==> config.mk <==
export PLATFORM = sky130hd
export DESIGN_NAME = wts_watch_timer
export DESIGN_NICKNAME = d
export VERILOG_FILES = /design/src/rtl/wts_pkg.sv /design/src/rtl/wts_watch_timer.sv
export SDC_FILE = /design/constraint.sdc
export NUM_CORES = 1
export LEC_CHECK = 0
export BUFFER_PORTS_ARGS = -buffer_cell sky130_fd_sc_hd__buf_2
export CAP_MARGIN = 5
export CORE_MARGIN = 1.5
export CORE_UTILIZATION = 44
export DETAILED_ROUTE_END_ITERATION = 7
export GPL_TIMING_DRIVEN = 0
export PLACE_DENSITY = 0.65
export SKIP_CTS_REPAIR_TIMING = 1
export SLEW_MARGIN = 10
export SYNTH_ARGS = -nofsm -noshare
export SYNTH_HDL_FRONTEND = slang
export SYNTH_SLANG_ARGS = --single-unit
==> constraint.sdc <==
create_clock -name clk_i -period 3.1 [get_ports clk_i]
set_clock_uncertainty 0.05 [all_clocks]
set_input_delay 0.465 -clock clk_i [delete_from_list [all_inputs] [get_ports clk_i]]
set_output_delay 0.465 -clock clk_i [all_outputs]
set_load 0.05 [all_outputs]
==> src/rtl/wts_pkg.sv <==
// constants of the watch timer: register map, field positions, reset values, counts
// assumes a 32-bit classic wishbone bus on a 200 MHz clock that also serves as the master clock
// Summary of operation
// - 32-bit counter advances once per slow tick, from oscillator or master clock divided by 64
// - counter returns to zero at the 24-hour or full-range limit chosen in wrap_mode
// - seconds_count writes are taken only while the counter is disabled
// - 32-bit alarm value at the same tick resolution as the counter
// - alarm event raised at the end of the tick period where count equals alarm
// - alarm_compare writes are taken only while the alarm is disabled
// - in 24-hour mode an alarm write at or above the day limit is dropped
// - enable and disable complete after a crossing delay, confirmed by events
// - each CAN frame end copies the live count into that channel's time stamp
// - writing one to soft_reset_cmd resets the whole timer; zero does nothing
// - count is the number of ticks since last cleared by wrap or reset, or the loaded value plus the ticks since a load
// - wrap bit zero clears after 0xA8BFFFFF; bit one clears after 0x0FFFFFFF
// - enable and disable set together in one write act as disable
// - each event flag stays set until software writes one to its clear bit
// - count_write_busy reads one while a count load is still crossing over
package wts_pkg;
    localparam logic [31:0] ADR_CONTROL = 32'hFFFA_4060;
    localparam logic [31:0] ADR_MODE = 32'hFFFA_4064;
    localparam logic [31:0] ADR_CLEAR = 32'hFFFA_406C;
    localparam logic [31:0] ADR_STATUS = 32'hFFFA_4070;
    localparam logic [31:0] ADR_IER = 32'hFFFA_4074;
    localparam logic [31:0] ADR_IDR = 32'hFFFA_4078;
    localparam logic [31:0] ADR_IMR = 32'hFFFA_407C;
    localparam logic [31:0] ADR_SECS = 32'hFFFA_4080;
    localparam logic [31:0] ADR_ALARM = 32'hFFFA_4084;
    // control_cmd bits
    localparam int CTL_SOFT_RESET = 0;
    localparam int CTL_CNT_ON = 1;
    localparam int CTL_CNT_OFF = 2;
    localparam int CTL_ALM_ON = 3;
    localparam int CTL_ALM_OFF = 4;
    // event flags, shared by event_clear, event_status, irq mask registers
    localparam int EV_ALARM = 0;
    localparam int EV_CNT_ON = 1;
    localparam int EV_CNT_OFF = 2;
    localparam int EV_ALM_ON = 3;
    localparam int EV_ALM_OFF = 4;
    localparam int EV_NUM = 5;
    localparam int ST_WRITE_BUSY = 5;
    localparam int ST_CNT_ENABLED = 8;
    localparam int ST_ALM_ENABLED = 9;
    // wrap_mode bits
    localparam int MODE_WRAP_SEL = 0;
    localparam int MODE_TICK_SRC = 1;
    localparam logic [31:0] MODE_RESET = 32'h0000_0000;
    localparam logic [31:0] MODE_MASK = 32'h0000_0003;
    localparam logic [31:0] COUNT_RESET = 32'h0000_0000;
    localparam logic [31:0] ALARM_RESET = 32'h0000_0000;
    localparam logic [31:0] LIMIT_DAY = 32'hA8C0_0000;
    localparam logic [31:0] LAST_DAY = 32'hA8BF_FFFF;
    localparam logic [31:0] LAST_FULL = 32'h0FFF_FFFF;
    localparam logic [5:0] MCK_DIV_LAST = 6'h3F;
    localparam int CAN_CHANNELS = 16;
    // command slots carried by the handshake
    localparam int CMD_CNT_ON = 0;
    localparam int CMD_CNT_OFF = 1;
    localparam int CMD_ALM_ON = 2;
    localparam int CMD_ALM_OFF = 3;
    localparam int CMD_LOAD = 4;
    localparam int CMD_NUM = 5;
endpackage

==> src/rtl/wts_watch_timer.sv <==
// watch timer: seconds counter, alarm comparator, CAN time stamp feed, wishbone register slave
// assumes a single clk_i that is the master clock; the oscillator arrives on a pin, unsynchronised
`timescale 1ns/100ps
module wts_watch_timer (
    input wire logic clk_i,
    input wire logic rst_i,
    input wire logic cyc_i,
    input wire logic stb_i,
    input wire logic we_i,
    input wire logic [31:0] adr_i,
    input wire logic [3:0] sel_i,
    input wire logic [31:0] dat_i,
    output logic [31:0] dat_o,
    output logic ack_o,
    output logic irq_o,
    input wire logic rt_oscillator_clock_i,
    input wire logic [wts_pkg::CAN_CHANNELS-1:0] can_frame_done_i,
    output logic [wts_pkg::CAN_CHANNELS-1:0] can_stamp_we_o,
    output logic [31:0] can_stamp_o
);
    localparam int EV_NUM_W = wts_pkg::EV_NUM;
    logic ack_q;
    logic [31:0] rdata_q;
    logic srst_q;
    logic rst_all;
    logic [31:0] mode_q;
    logic [EV_NUM_W-1:0] flags_q;
    logic [EV_NUM_W-1:0] mask_q;
    logic irq_q;
    logic [31:0] count_q;
    logic [31:0] alarm_q;
    logic [31:0] load_val_q;
    logic cnt_en_q;
    logic alm_en_q;
    logic osc_s1_q;
    logic osc_s2_q;
    logic osc_s3_q;
    logic [5:0] div_q;
    logic tick;
    logic [wts_pkg::CMD_NUM-1:0] pend_q;
    logic [wts_pkg::CMD_NUM-1:0] flight_q;
    logic req_tgl_q;
    logic req_s1_q;
    logic req_s2_q;
    logic ack_tgl_q;
    logic ack_s1_q;
    logic ack_s2_q;
    logic in_flight_q;
    logic busy;
    logic launch;
    logic apply;
    logic done;
    logic acc;
    logic wr;
    logic [31:0] bmask;
    logic [31:0] wdat;
    logic [31:0] status;
    logic [31:0] alm_new;
    logic [31:0] cnt_last;
    logic alarm_hit;
    logic [EV_NUM_W-1:0] ev_set;
    logic [EV_NUM_W-1:0] ev_clr;
    logic [wts_pkg::CAN_CHANNELS-1:0] stamp_we_q;
    logic [31:0] stamp_q;

    // bus access decode; the register write happens at the same edge that raises ack
    assign acc = cyc_i && stb_i && !ack_q;
    assign wr = acc && we_i;
    assign bmask = {{8{sel_i[3]}}, {8{sel_i[2]}}, {8{sel_i[1]}}, {8{sel_i[0]}}};
    assign wdat = dat_i & bmask;
    assign rst_all = rst_i || srst_q;

    always_ff @(posedge clk_i) begin
        if (rst_i) begin
            ack_q <= 1'b0;
        end else begin
            ack_q <= acc;
        end
    end

    // soft reset is a one-cycle pulse; the bus handshake itself is spared so the write is acked
    always_ff @(posedge clk_i) begin
        if (rst_all) begin
            srst_q <= 1'b0;
        end else begin
            srst_q <= wr && (adr_i == wts_pkg::ADR_CONTROL)
                      && wdat[wts_pkg::CTL_SOFT_RESET];
        end
    end

    always_ff @(posedge clk_i) begin
        if (rst_all) begin
            mode_q <= wts_pkg::MODE_RESET;
        end else if (wr && adr_i == wts_pkg::ADR_MODE) begin
            mode_q <= ((mode_q & ~bmask) | wdat) & wts_pkg::MODE_MASK;
        end
    end

    // slow tick: oscillator edge after two-flop sync, or master clock divided by 64
    always_ff @(posedge clk_i) begin
        if (rst_all) begin
            osc_s1_q <= 1'b0;
            osc_s2_q <= 1'b0;
            osc_s3_q <= 1'b0;
            div_q <= 6'h00;
        end else begin
            osc_s1_q <= rt_oscillator_clock_i;
            osc_s2_q <= osc_s1_q;
            osc_s3_q <= osc_s2_q;
            div_q <= div_q + 6'h01;
        end
    end
    assign tick = mode_q[wts_pkg::MODE_TICK_SRC] ? (div_q == wts_pkg::MCK_DIV_LAST)
                                                  : (osc_s2_q && !osc_s3_q);

    // command gathering; off overrides on, in the same write and against an older pending on
    always_ff @(posedge clk_i) begin
        if (rst_all) begin
            pend_q <= '0;
            load_val_q <= wts_pkg::COUNT_RESET;
        end else begin
            if (launch) begin
                pend_q <= '0;
            end
            if (wr && adr_i == wts_pkg::ADR_CONTROL) begin
                if (wdat[wts_pkg::CTL_CNT_OFF]) begin
                    pend_q[wts_pkg::CMD_CNT_OFF] <= 1'b1;
                    pend_q[wts_pkg::CMD_CNT_ON] <= 1'b0;
                end else if (wdat[wts_pkg::CTL_CNT_ON]) begin
                    pend_q[wts_pkg::CMD_CNT_ON] <= 1'b1;
                    pend_q[wts_pkg::CMD_CNT_OFF] <= 1'b0;
                end
                if (wdat[wts_pkg::CTL_ALM_OFF]) begin
                    pend_q[wts_pkg::CMD_ALM_OFF] <= 1'b1;
                    pend_q[wts_pkg::CMD_ALM_ON] <= 1'b0;
                end else if (wdat[wts_pkg::CTL_ALM_ON]) begin
                    pend_q[wts_pkg::CMD_ALM_ON] <= 1'b1;
                    pend_q[wts_pkg::CMD_ALM_OFF] <= 1'b0;
                end
            end
            // a load is refused while the counter runs; it could tear against a tick
            if (wr && adr_i == wts_pkg::ADR_SECS && !cnt_en_q) begin
                pend_q[wts_pkg::CMD_LOAD] <= 1'b1;
                load_val_q <= (load_val_q & ~bmask) | wdat;
            end
        end
    end

    // toggle handshake toward the tick side and back; one command set in flight at a time
    // commands written meanwhile wait in pend_q and leave together at the next launch
    assign busy = req_tgl_q != ack_s2_q;
    assign launch = !busy && !in_flight_q && (pend_q != '0);
    assign apply = req_s2_q != ack_tgl_q;
    assign done = in_flight_q && !busy;

    always_ff @(posedge clk_i) begin
        if (rst_all) begin
            req_tgl_q <= 1'b0;
            req_s1_q <= 1'b0;
            req_s2_q <= 1'b0;
            ack_tgl_q <= 1'b0;
            ack_s1_q <= 1'b0;
            ack_s2_q <= 1'b0;
            in_flight_q <= 1'b0;
            flight_q <= '0;
        end else begin
            req_s1_q <= req_tgl_q;
            req_s2_q <= req_s1_q;
            ack_tgl_q <= req_s2_q;
            ack_s1_q <= ack_tgl_q;
            ack_s2_q <= ack_s1_q;
            if (launch) begin
                req_tgl_q <= !req_tgl_q;
                flight_q <= pend_q;
                in_flight_q <= 1'b1;
            end else if (done) begin
                in_flight_q <= 1'b0;
            end
        end
    end

    // tick side: enables and count loads move only when the handshake delivers
    always_ff @(posedge clk_i) begin
        if (rst_all) begin
            cnt_en_q <= 1'b0;
            alm_en_q <= 1'b0;
        end else if (apply) begin
            if (flight_q[wts_pkg::CMD_CNT_OFF]) begin
                cnt_en_q <= 1'b0;
            end else if (flight_q[wts_pkg::CMD_CNT_ON]) begin
                cnt_en_q <= 1'b1;
            end
            if (flight_q[wts_pkg::CMD_ALM_OFF]) begin
                alm_en_q <= 1'b0;
            end else if (flight_q[wts_pkg::CMD_ALM_ON]) begin
                alm_en_q <= 1'b1;
            end
        end
    end

    assign cnt_last = mode_q[wts_pkg::MODE_WRAP_SEL] ? wts_pkg::LAST_FULL : wts_pkg::LAST_DAY;

    always_ff @(posedge clk_i) begin
        if (rst_all) begin
            count_q <= wts_pkg::COUNT_RESET;
        end else if (apply && flight_q[wts_pkg::CMD_LOAD]) begin
            // a load outranks a tick landing in the same cycle
            count_q <= load_val_q;
        end else if (tick && cnt_en_q) begin
            if (count_q == cnt_last) begin
                count_q <= wts_pkg::COUNT_RESET;
            end else begin
                count_q <= count_q + 32'h0000_0001;
            end
        end
    end

    // a value at or above the day limit would never match in 24-hour mode, so it is dropped
    assign alm_new = (alarm_q & ~bmask) | wdat;
    always_ff @(posedge clk_i) begin
        if (rst_all) begin
            alarm_q <= wts_pkg::ALARM_RESET;
        end else if (wr && adr_i == wts_pkg::ADR_ALARM && !alm_en_q) begin
            if (mode_q[wts_pkg::MODE_WRAP_SEL] || alm_new < wts_pkg::LIMIT_DAY) begin
                alarm_q <= alm_new;
            end
        end
    end

    // the match is judged at the tick that closes the period holding the value
    assign alarm_hit = tick && cnt_en_q && alm_en_q && (count_q == alarm_q);

    always_comb begin
        ev_set = '0;
        ev_set[wts_pkg::EV_ALARM] = alarm_hit;
        ev_set[wts_pkg::EV_CNT_ON] = done && flight_q[wts_pkg::CMD_CNT_ON];
        ev_set[wts_pkg::EV_CNT_OFF] = done && flight_q[wts_pkg::CMD_CNT_OFF];
        ev_set[wts_pkg::EV_ALM_ON] = done && flight_q[wts_pkg::CMD_ALM_ON];
        ev_set[wts_pkg::EV_ALM_OFF] = done && flight_q[wts_pkg::CMD_ALM_OFF];
        ev_clr = '0;
        if (wr && adr_i == wts_pkg::ADR_CLEAR) begin
            ev_clr = wdat[EV_NUM_W-1:0];
        end
    end

    // set wins over a clear in the same cycle so no event is lost
    always_ff @(posedge clk_i) begin
        if (rst_all) begin
            flags_q <= '0;
        end else begin
            flags_q <= (flags_q & ~ev_clr) | ev_set;
        end
    end

    always_ff @(posedge clk_i) begin
        if (rst_all) begin
            mask_q <= '0;
        end else if (wr && adr_i == wts_pkg::ADR_IER) begin
            mask_q <= mask_q | wdat[EV_NUM_W-1:0];
        end else if (wr && adr_i == wts_pkg::ADR_IDR) begin
            mask_q <= mask_q & ~wdat[EV_NUM_W-1:0];
        end
    end

    // registered so the pin cannot glitch; it trails the flags by one cycle
    always_ff @(posedge clk_i) begin
        if (rst_all) begin
            irq_q <= 1'b0;
        end else begin
            irq_q <= |(flags_q & mask_q);
        end
    end

    always_comb begin
        status = '0;
        status[EV_NUM_W-1:0] = flags_q;
        status[wts_pkg::ST_WRITE_BUSY] = pend_q[wts_pkg::CMD_LOAD]
                                       || (in_flight_q && flight_q[wts_pkg::CMD_LOAD]);
        status[wts_pkg::ST_CNT_ENABLED] = cnt_en_q;
        status[wts_pkg::ST_ALM_ENABLED] = alm_en_q;
    end

    // count lives on this clock, so a read always returns one consistent word
    always_ff @(posedge clk_i) begin
        if (rst_i) begin
            rdata_q <= 32'h0000_0000;
        end else if (acc && !we_i) begin
            // unmapped and write-only places read as zero
            unique case (adr_i)
                wts_pkg::ADR_MODE: rdata_q <= mode_q;
                wts_pkg::ADR_STATUS: rdata_q <= status;
                wts_pkg::ADR_IMR: rdata_q <= {27'h000_0000, mask_q};
                wts_pkg::ADR_SECS: rdata_q <= count_q;
                wts_pkg::ADR_ALARM: rdata_q <= alarm_q;
                default: rdata_q <= 32'h0000_0000;
            endcase
        end
    end

    // time stamp per CAN channel, one-cycle write strobe with the live count
    always_ff @(posedge clk_i) begin
        if (rst_all) begin
            stamp_we_q <= '0;
            stamp_q <= wts_pkg::COUNT_RESET;
        end else begin
            stamp_we_q <= can_frame_done_i;
            if (|can_frame_done_i) begin
                stamp_q <= count_q;
            end
        end
    end

    assign ack_o = ack_q;
    assign dat_o = rdata_q;
    assign irq_o = irq_q;
    assign can_stamp_we_o = stamp_we_q;
    assign can_stamp_o = stamp_q;
endmodule // wts_watch_timer

## Word level (Yosys, flattened, before mapping)

Index checks and enable logic that the tools add are counted.

- Add/subtract/negate cells: 2
- $lt $le $gt $ge: 1
- Equality and inequality tests: 14
- Multiplexer cells: 22
- Bitwise gates (word level): 15
- Reductions and logical operators: 50

Operators by type and width:

| operator | count |
|---|---|
| equality test 32 bit, second input constant | 9 |
| one-hot mux 32 bit (5 select lines) | 1 |
| two-way mux 32 bit | 4 |
| AND 32 bit | 3 |
| equality test 32 bit | 2 |
| bitwise OR 32 bit | 2 |
| adder 32 x 1 -> 32 bit, second input constant | 1 |
| < comparator 32 bit, second input constant | 1 |
| inverter 32 bit | 1 |
| logical AND 1 bit | 27 |
| two-way mux 5 bit | 4 |
| OR reduction 16 bit | 1 |
| AND 5 bit | 3 |
| nonzero test 2 bit | 6 |
| inverter 5 bit | 2 |
| bitwise OR 5 bit | 2 |
| zero test 1 bit | 8 |
| two-way mux 1 bit | 8 |
| two-way mux 2 bit | 4 |
| adder 6 x 1 -> 6 bit, second input constant | 1 |
| equality test 6 bit, second input constant | 1 |
| AND reduction 2 bit | 3 |
| nonzero test 5 bit | 1 |
| OR reduction 5 bit | 1 |
| other kinds (5) | 8 |

- Register bits: 219
- Input bits: 90
- Output and inout bits: 82
- Logic and storage cells: 132

## Depth between registers and ports, before layout

- Depth in word-level cells: 8
- Depth in mapped cells: 10
- Depth with buffers taken out: 7

## Worst setup path before layout

No wires, ideal clock.

- Path type: reg2reg
- Start: register ack_q, in the netlist ack_o
- End: register (tool-made name)
- Setup time: 0.126 ns
- Data arrival time: 2.177 ns
- Required time: 2.924 ns
- Slack: 0.747 ns
- Stages on the path, launching flop included: 7
- Buffers on the path: 0
- Clock period less this slack: 2.353 ns
- Cells stage by stage: dfxtp_1 > nand3b_1 > nor2_2 > nand3_2 > or4b_2 > o211ai_1 > o21ai_0

RTL lines:

| what | line | text |
|---|---|---|
| start, declared | wts_watch_timer.sv:22 | `logic ack_q;` |
| start signal, assigned | wts_watch_timer.sv:75 | `ack_q <= 1'b0;` |
| start signal, assigned | wts_watch_timer.sv:77 | `ack_q <= acc;` |

## Worst setup path in the final report

- Start: register div_q[0]
- End: register count_q[28]

- Word-level cells in the longest chain between the ends: 4

Ends and longest elaborated chain:

| what | line | text |
|---|---|---|
| start, declared | wts_watch_timer.sv:38 | `logic [5:0] div_q;` |
| start signal, assigned | wts_watch_timer.sv:110 | `div_q <= div_q + 6'h01;` |
| equality test 6 bit | wts_watch_timer.sv:113 | `assign tick = mode_q[wts_pkg::MODE_TICK_SRC] ? (div_q == wts_pkg::MCK_DIV_LAST)` |
| two-way mux 1 bit | wts_watch_timer.sv:113 |  |
| logical AND 1 bit | wts_watch_timer.sv:209 | `end else if (tick && cnt_en_q) begin` |
| nonzero test 2 bit (no line) | -- |  |
| end signal, assigned | wts_watch_timer.sv:208 | `count_q <= load_val_q;` |
| end signal, assigned | wts_watch_timer.sv:211 | `count_q <= wts_pkg::COUNT_RESET;` |
| end signal, assigned | wts_watch_timer.sv:213 | `count_q <= count_q + 32'h0000_0001;` |
| end, declared | wts_watch_timer.sv:30 | `logic [31:0] count_q;` |

No other way between the ends.
A chain may end at the register's enable or synchronous reset.

==> flow_results.xml <==
<?xml version="1.0" encoding="UTF-8"?>
<metrics>
  <group name="drt">
    <metric name="dr.pass1.iters" unit="">8</metric>
    <metric name="detail_route.wirelength" unit="um">30600</metric>
    <metric name="vias_per_cell" unit="">5.71</metric>
    <metric name="drt_iter0_drc" unit="">829</metric>
    <metric name="drcViolationCount" unit="">0</metric>
    <metric name="detailroute.via_count" unit="">8983</metric>
    <metric name="detail_route.wl_per_cell" unit="um">19.4</metric>
    <metric name="antenna_violating_nets_post_route" unit="">0</metric>
  </group>
  <group name="cells_and_area">
    <metric name="synthToLayoutAreaGrowth" unit="%">20.3</metric>
    <metric name="layout.cell_area.non_filler" unit="um2">11500</metric>
    <metric name="n_antenna_cell" unit="">0</metric>
    <metric name="fin_nets" unit="">1374</metric>
    <metric name="drive_gt1_share" unit="%">18.7</metric>
  </group>
  <group name="power">
    <metric name="cellInternalPower" unit="W">0.00462</metric>
    <metric name="switching_share" unit="%">24.3</metric>
    <metric name="pwr-share-clk" unit="%">45.5</metric>
    <metric name="lkg_pwr" unit="nW">5.15</metric>
    <metric name="pwr-share-comb" unit="%">7.5</metric>
    <metric name="p_switching" unit="W">0.00148</metric>
    <metric name="power.density_cell_area" unit="nW/um2">529</metric>
    <metric name="p_total" unit="W">0.00610</metric>
    <metric name="power_frac_seq" unit="%">47.0</metric>
    <metric name="ir_worst_vdd" unit="mV">0.299</metric>
  </group>
  <group name="flow_run">
    <metric name="maxCapViolations" unit="">0</metric>
  </group>
  <group name="clock_network">
    <metric name="clk_path_buf_depth" unit="">3</metric>
    <metric name="worst_setup_hold_path_clk_slew" unit="ns">0.06</metric>
    <metric name="cts_tree" unit="">yes</metric>
    <metric name="clock_insertion_delay_at_the_later_pin_of_the_skew_report" unit="ns">0.53</metric>
    <metric name="cts_bufs_inserted" unit="">24</metric>
    <metric name="clockRootBuffer" unit="">clkbuf_16</metric>
    <metric name="htree_num_levels" unit="">1</metric>
    <metric name="clock-sinks" unit="">219</metric>
  </group>
  <group name="synthesis">
    <metric name="synth.ff_latch_count" unit="">219</metric>
    <metric name="synth_adder_area_share" unit="%">0.261</metric>
    <metric name="yosys.cell_types.count" unit="">62</metric>
    <metric name="ys_warnings" unit="">0</metric>
    <metric name="synth_simple_gate_area_share" unit="%">23.7</metric>
    <metric name="fraction_of_the_yosys_area_taken_by_sequential_cells" unit="%">45.7</metric>
    <metric name="syn_avg_cell_area" unit="um2">8.82</metric>
    <metric name="number_of_enable_type_register_cells_in_the_synthesized_netlist" unit="">0</metric>
    <metric name="area_fraction_in_compound_gates_after_synthesis" unit="%">12.2</metric>
    <metric name="synth.cell_area" unit="um2">9600</metric>
    <metric name="synthesis.instances" unit="">1088</metric>
    <metric name="post_synth_xor_area_fraction" unit="%">5.11</metric>
    <metric name="syn_nets" unit="">1180</metric>
    <metric name="synth_top_family_by_area" unit="">simple AND/OR/NAND/NOR gates</metric>
    <metric name="async_flop_share" unit="%">0</metric>
    <metric name="ys_dominant_reg_cell" unit="">dfxtp_1</metric>
    <metric name="yosys-mux-area-fraction" unit="%">9.32</metric>
  </group>
  <group name="worst_setup_path">
    <metric name="timing.setup.critical_path_class" unit="">reg -&gt; reg</metric>
    <metric name="cell_class_contributing_the_biggest_share_of_worst_path_delay" unit="">buffers and inverters</metric>
    <metric name="timing.critical_path.from_type" unit="">flip-flop</metric>
    <metric name="critical-path-top-cell-by-count" unit="">clkbuf_1</metric>
    <metric name="cp_data_required_time" unit="ns">3.50</metric>
    <metric name="timing.critical_path.cells" unit="">ha_1 &gt; and3_1 &gt; clkbuf_1 &gt; a221oi_1 &gt; clkbuf_2 &gt; clkbuf_1 &gt; a22oi_1 &gt; a21oi_1</metric>
    <metric name="critical-path-slowest-cell" unit="">a221oi_1</metric>
    <metric name="crit_end_element" unit="">flip-flop</metric>
    <metric name="critPathMaxStageDelay" unit="ns">0.62</metric>
    <metric name="ff2ff_setup_slack" unit="ns">0.23</metric>
    <metric name="worstReg2RegStart" unit="">div_q[0]</metric>
    <metric name="reg_to_reg_endpoint" unit="">count_q[28]</metric>
    <metric name="worst-endpoint-arrival" unit="ns">3.26</metric>
    <metric name="path_buf_inv" unit="">3</metric>
    <metric name="critPathMaxFanout" unit="">10</metric>
    <metric name="worst_reg2reg_path_depth" unit="">8</metric>
  </group>
  <group name="global_routing">
    <metric name="grt_antenna_before_repair" unit="">0</metric>
    <metric name="vias_in_the_first_global_route" unit="">8384</metric>
    <metric name="gr-usage-all-layers" unit="%">26.9</metric>
    <metric name="gr-total-overflow" unit="">0</metric>
    <metric name="grt_pass1_wl" unit="um">46700</metric>
    <metric name="grt_start_max_net_pins" unit="">14</metric>
  </group>
  <group name="placement">
    <metric name="dp.final_hpwl" unit="um">22600</metric>
    <metric name="port_buffers" unit="">168</metric>
    <metric name="gp_congestion" unit="">0.939</metric>
    <metric name="placedInstanceArea" unit="um2">10800</metric>
  </group>
  <group name="floorplanning">
    <metric name="rows" unit="">53</metric>
    <metric name="die_width" unit="um">151</metric>
    <metric name="core_region_area" unit="um2">21200</metric>
    <metric name="die_outline_height" unit="um">151</metric>
    <metric name="die_area" unit="um2">22700</metric>
    <metric name="floorplan.initialDensity" unit="%">45.2</metric>
    <metric name="design.portCount" unit="">172</metric>
  </group>
  <group name="worst_hold_path">
    <metric name="hold-path-endpoint" unit="">osc_s1_q</metric>
    <metric name="hold_path.startpoint" unit="">rt_oscillator_clock_i</metric>
    <metric name="hold_path_class" unit="">in -&gt; reg</metric>
    <metric name="worst_hold_path.num_cells" unit="">2</metric>
  </group>
  <group name="sta">
    <metric name="rsz0062_at_grt" unit="">false</metric>
    <metric name="holdWs" unit="ns">0.0905</metric>
    <metric name="fmax" unit="GHz">0.349</metric>
    <metric name="worst_slew_pin_slew" unit="ns">1.09</metric>
    <metric name="maxSlewHeadroom" unit="%">27.3</metric>
    <metric name="min_period_over_period" unit="%">92.4</metric>
    <metric name="timing.final.setup_violations" unit="">0</metric>
    <metric name="final_max_slew_viol_count" unit="">0</metric>
    <metric name="setup_tns" unit="ns">0</metric>
    <metric name="timing_hold_violations_final" unit="">0</metric>
    <metric name="finalWorstPathRequiredPeriod" unit="ns">2.87</metric>
  </group>
  <group name="outcome">
    <metric name="run_status" unit="">completed</metric>
  </group>
</metrics>
## power by group through the flow
stage	registers (W)	logic (W)	clock network, W
after floorplan	0.00301	0.000187	0
after global placement	0.00293	0.000447	0
after detailed placement	0.00293	0.000450	0
after CTS	0.00287	0.000452	0.00280
after global routing	0.00287	0.000486	0.00293
final	0.00287	0.000456	0.00278
## worst register-to-register path: cells and delay by family (launching register included)
kind                     cells  cell delay [ns]
flip-flops                   1             0.33
AO/OA/AOI/OAI                3             0.96
adder cells (fa/ha/maj)      1             0.22
AND/OR/NAND/NOR              1             0.18
buffers and inverters        3             1.07
## cells in the final DEF, fill, tap and decap left out, types with 28 or more instances in the layout
cell / count
dfxtp_1: 219
buf_2: 181
nand2_1: 129
nor2_1: 120
mux2i_1: 86
clkbuf_1: 59
o21ai_0: 50
nand3_1: 43
a22oi_1: 42
xor2_1: 35
and2_1: 32
nand4_1: 30
a21oi_1: 28
## layout make-up
class	count	area [um2]
Clock inverter	9	73.8
Inverter	11	41.3
Fill cell	2029	9680
Timing Repair Buffer	168	841
Sequential cell	219	4380
Clock buffer	33	686
Multi-Input combinational cell	781	4860
Tap cell	275	344
Buffer	77	313
## per-stage QoR
step	setup WS [ns]	std cells	utilization, %
after floorplan	0.747	1088	-
after global placement	0.147	1531	50.8
after detailed placement	0.108	1531	50.8
after CTS	0.166	1573	54.4
after global routing	0.104	1573	54.4
final	0.234	1573	54.4
## logic make-up (layout without fill, tap and decap cells)
family,Yosys count,count (layout)
adder cells (fa/ha/maj),2,2
multiplexers,89,89
AO/OA/AOI/OAI,180,180
buffers and inverters,88,298
flip-flops,219,219
XOR/XNOR,56,56
AND/OR/NAND/NOR,454,454
## Yosys cell counts (7+ instances only)
| master | number | area share [%] |
|---|---|---|
| dfxtp_1 | 219 | 46 |
| nand2_1 | 129 | 5.0 |
| nor2_1 | 120 | 4.7 |
| mux2i_1 | 86 | 9.0 |
| clkbuf_1 | 56 | 2.2 |
| o21ai_0 | 50 | 2.6 |
| nand3_1 | 43 | 2.2 |
| a22oi_1 | 42 | 3.3 |
| xor2_1 | 35 | 3.2 |
| and2_1 | 32 | 2.1 |
| nand4_1 | 30 | 2.0 |
| a21oi_1 | 28 | 1.5 |
| nor3_1 | 25 | 1.3 |
| nor4_1 | 21 | 1.4 |
| xnor2_1 | 21 | 1.9 |
| buf_2 | 13 | 0.68 |
| and3_1 | 11 | 0.72 |
| inv_1 | 11 | 0.43 |
| o211ai_1 | 9 | 0.70 |
| a211oi_1 | 7 | 0.55 |
| o22ai_1 | 7 | 0.46 |
## metal layers
| metal | GRT usage, % | part of all wire (%) |
|---|---|---|
| met5 | 0 | 0 |
| met1 | 37.5 | 44 |
| met4 | 9.42 | 3.4 |
| met3 | 4.70 | 9.0 |
| met2 | 41.8 | 43 |
## how the worst max path moves through the flow
stage / endpoint / from / depth (start not counted)
final: count_q[28] / div_q[0] / 8
after global routing: count_q[19] / count_q[2] / 9
after CTS: count_q[16] / count_q[5] / 8
after floorplan: flip-flop / ack_o / 6
after detailed placement: dat_o[29] / adr_i[4] / 9
after global placement: flip-flop / adr_i[3] / 7
Power figures use the tool's default switching activity.
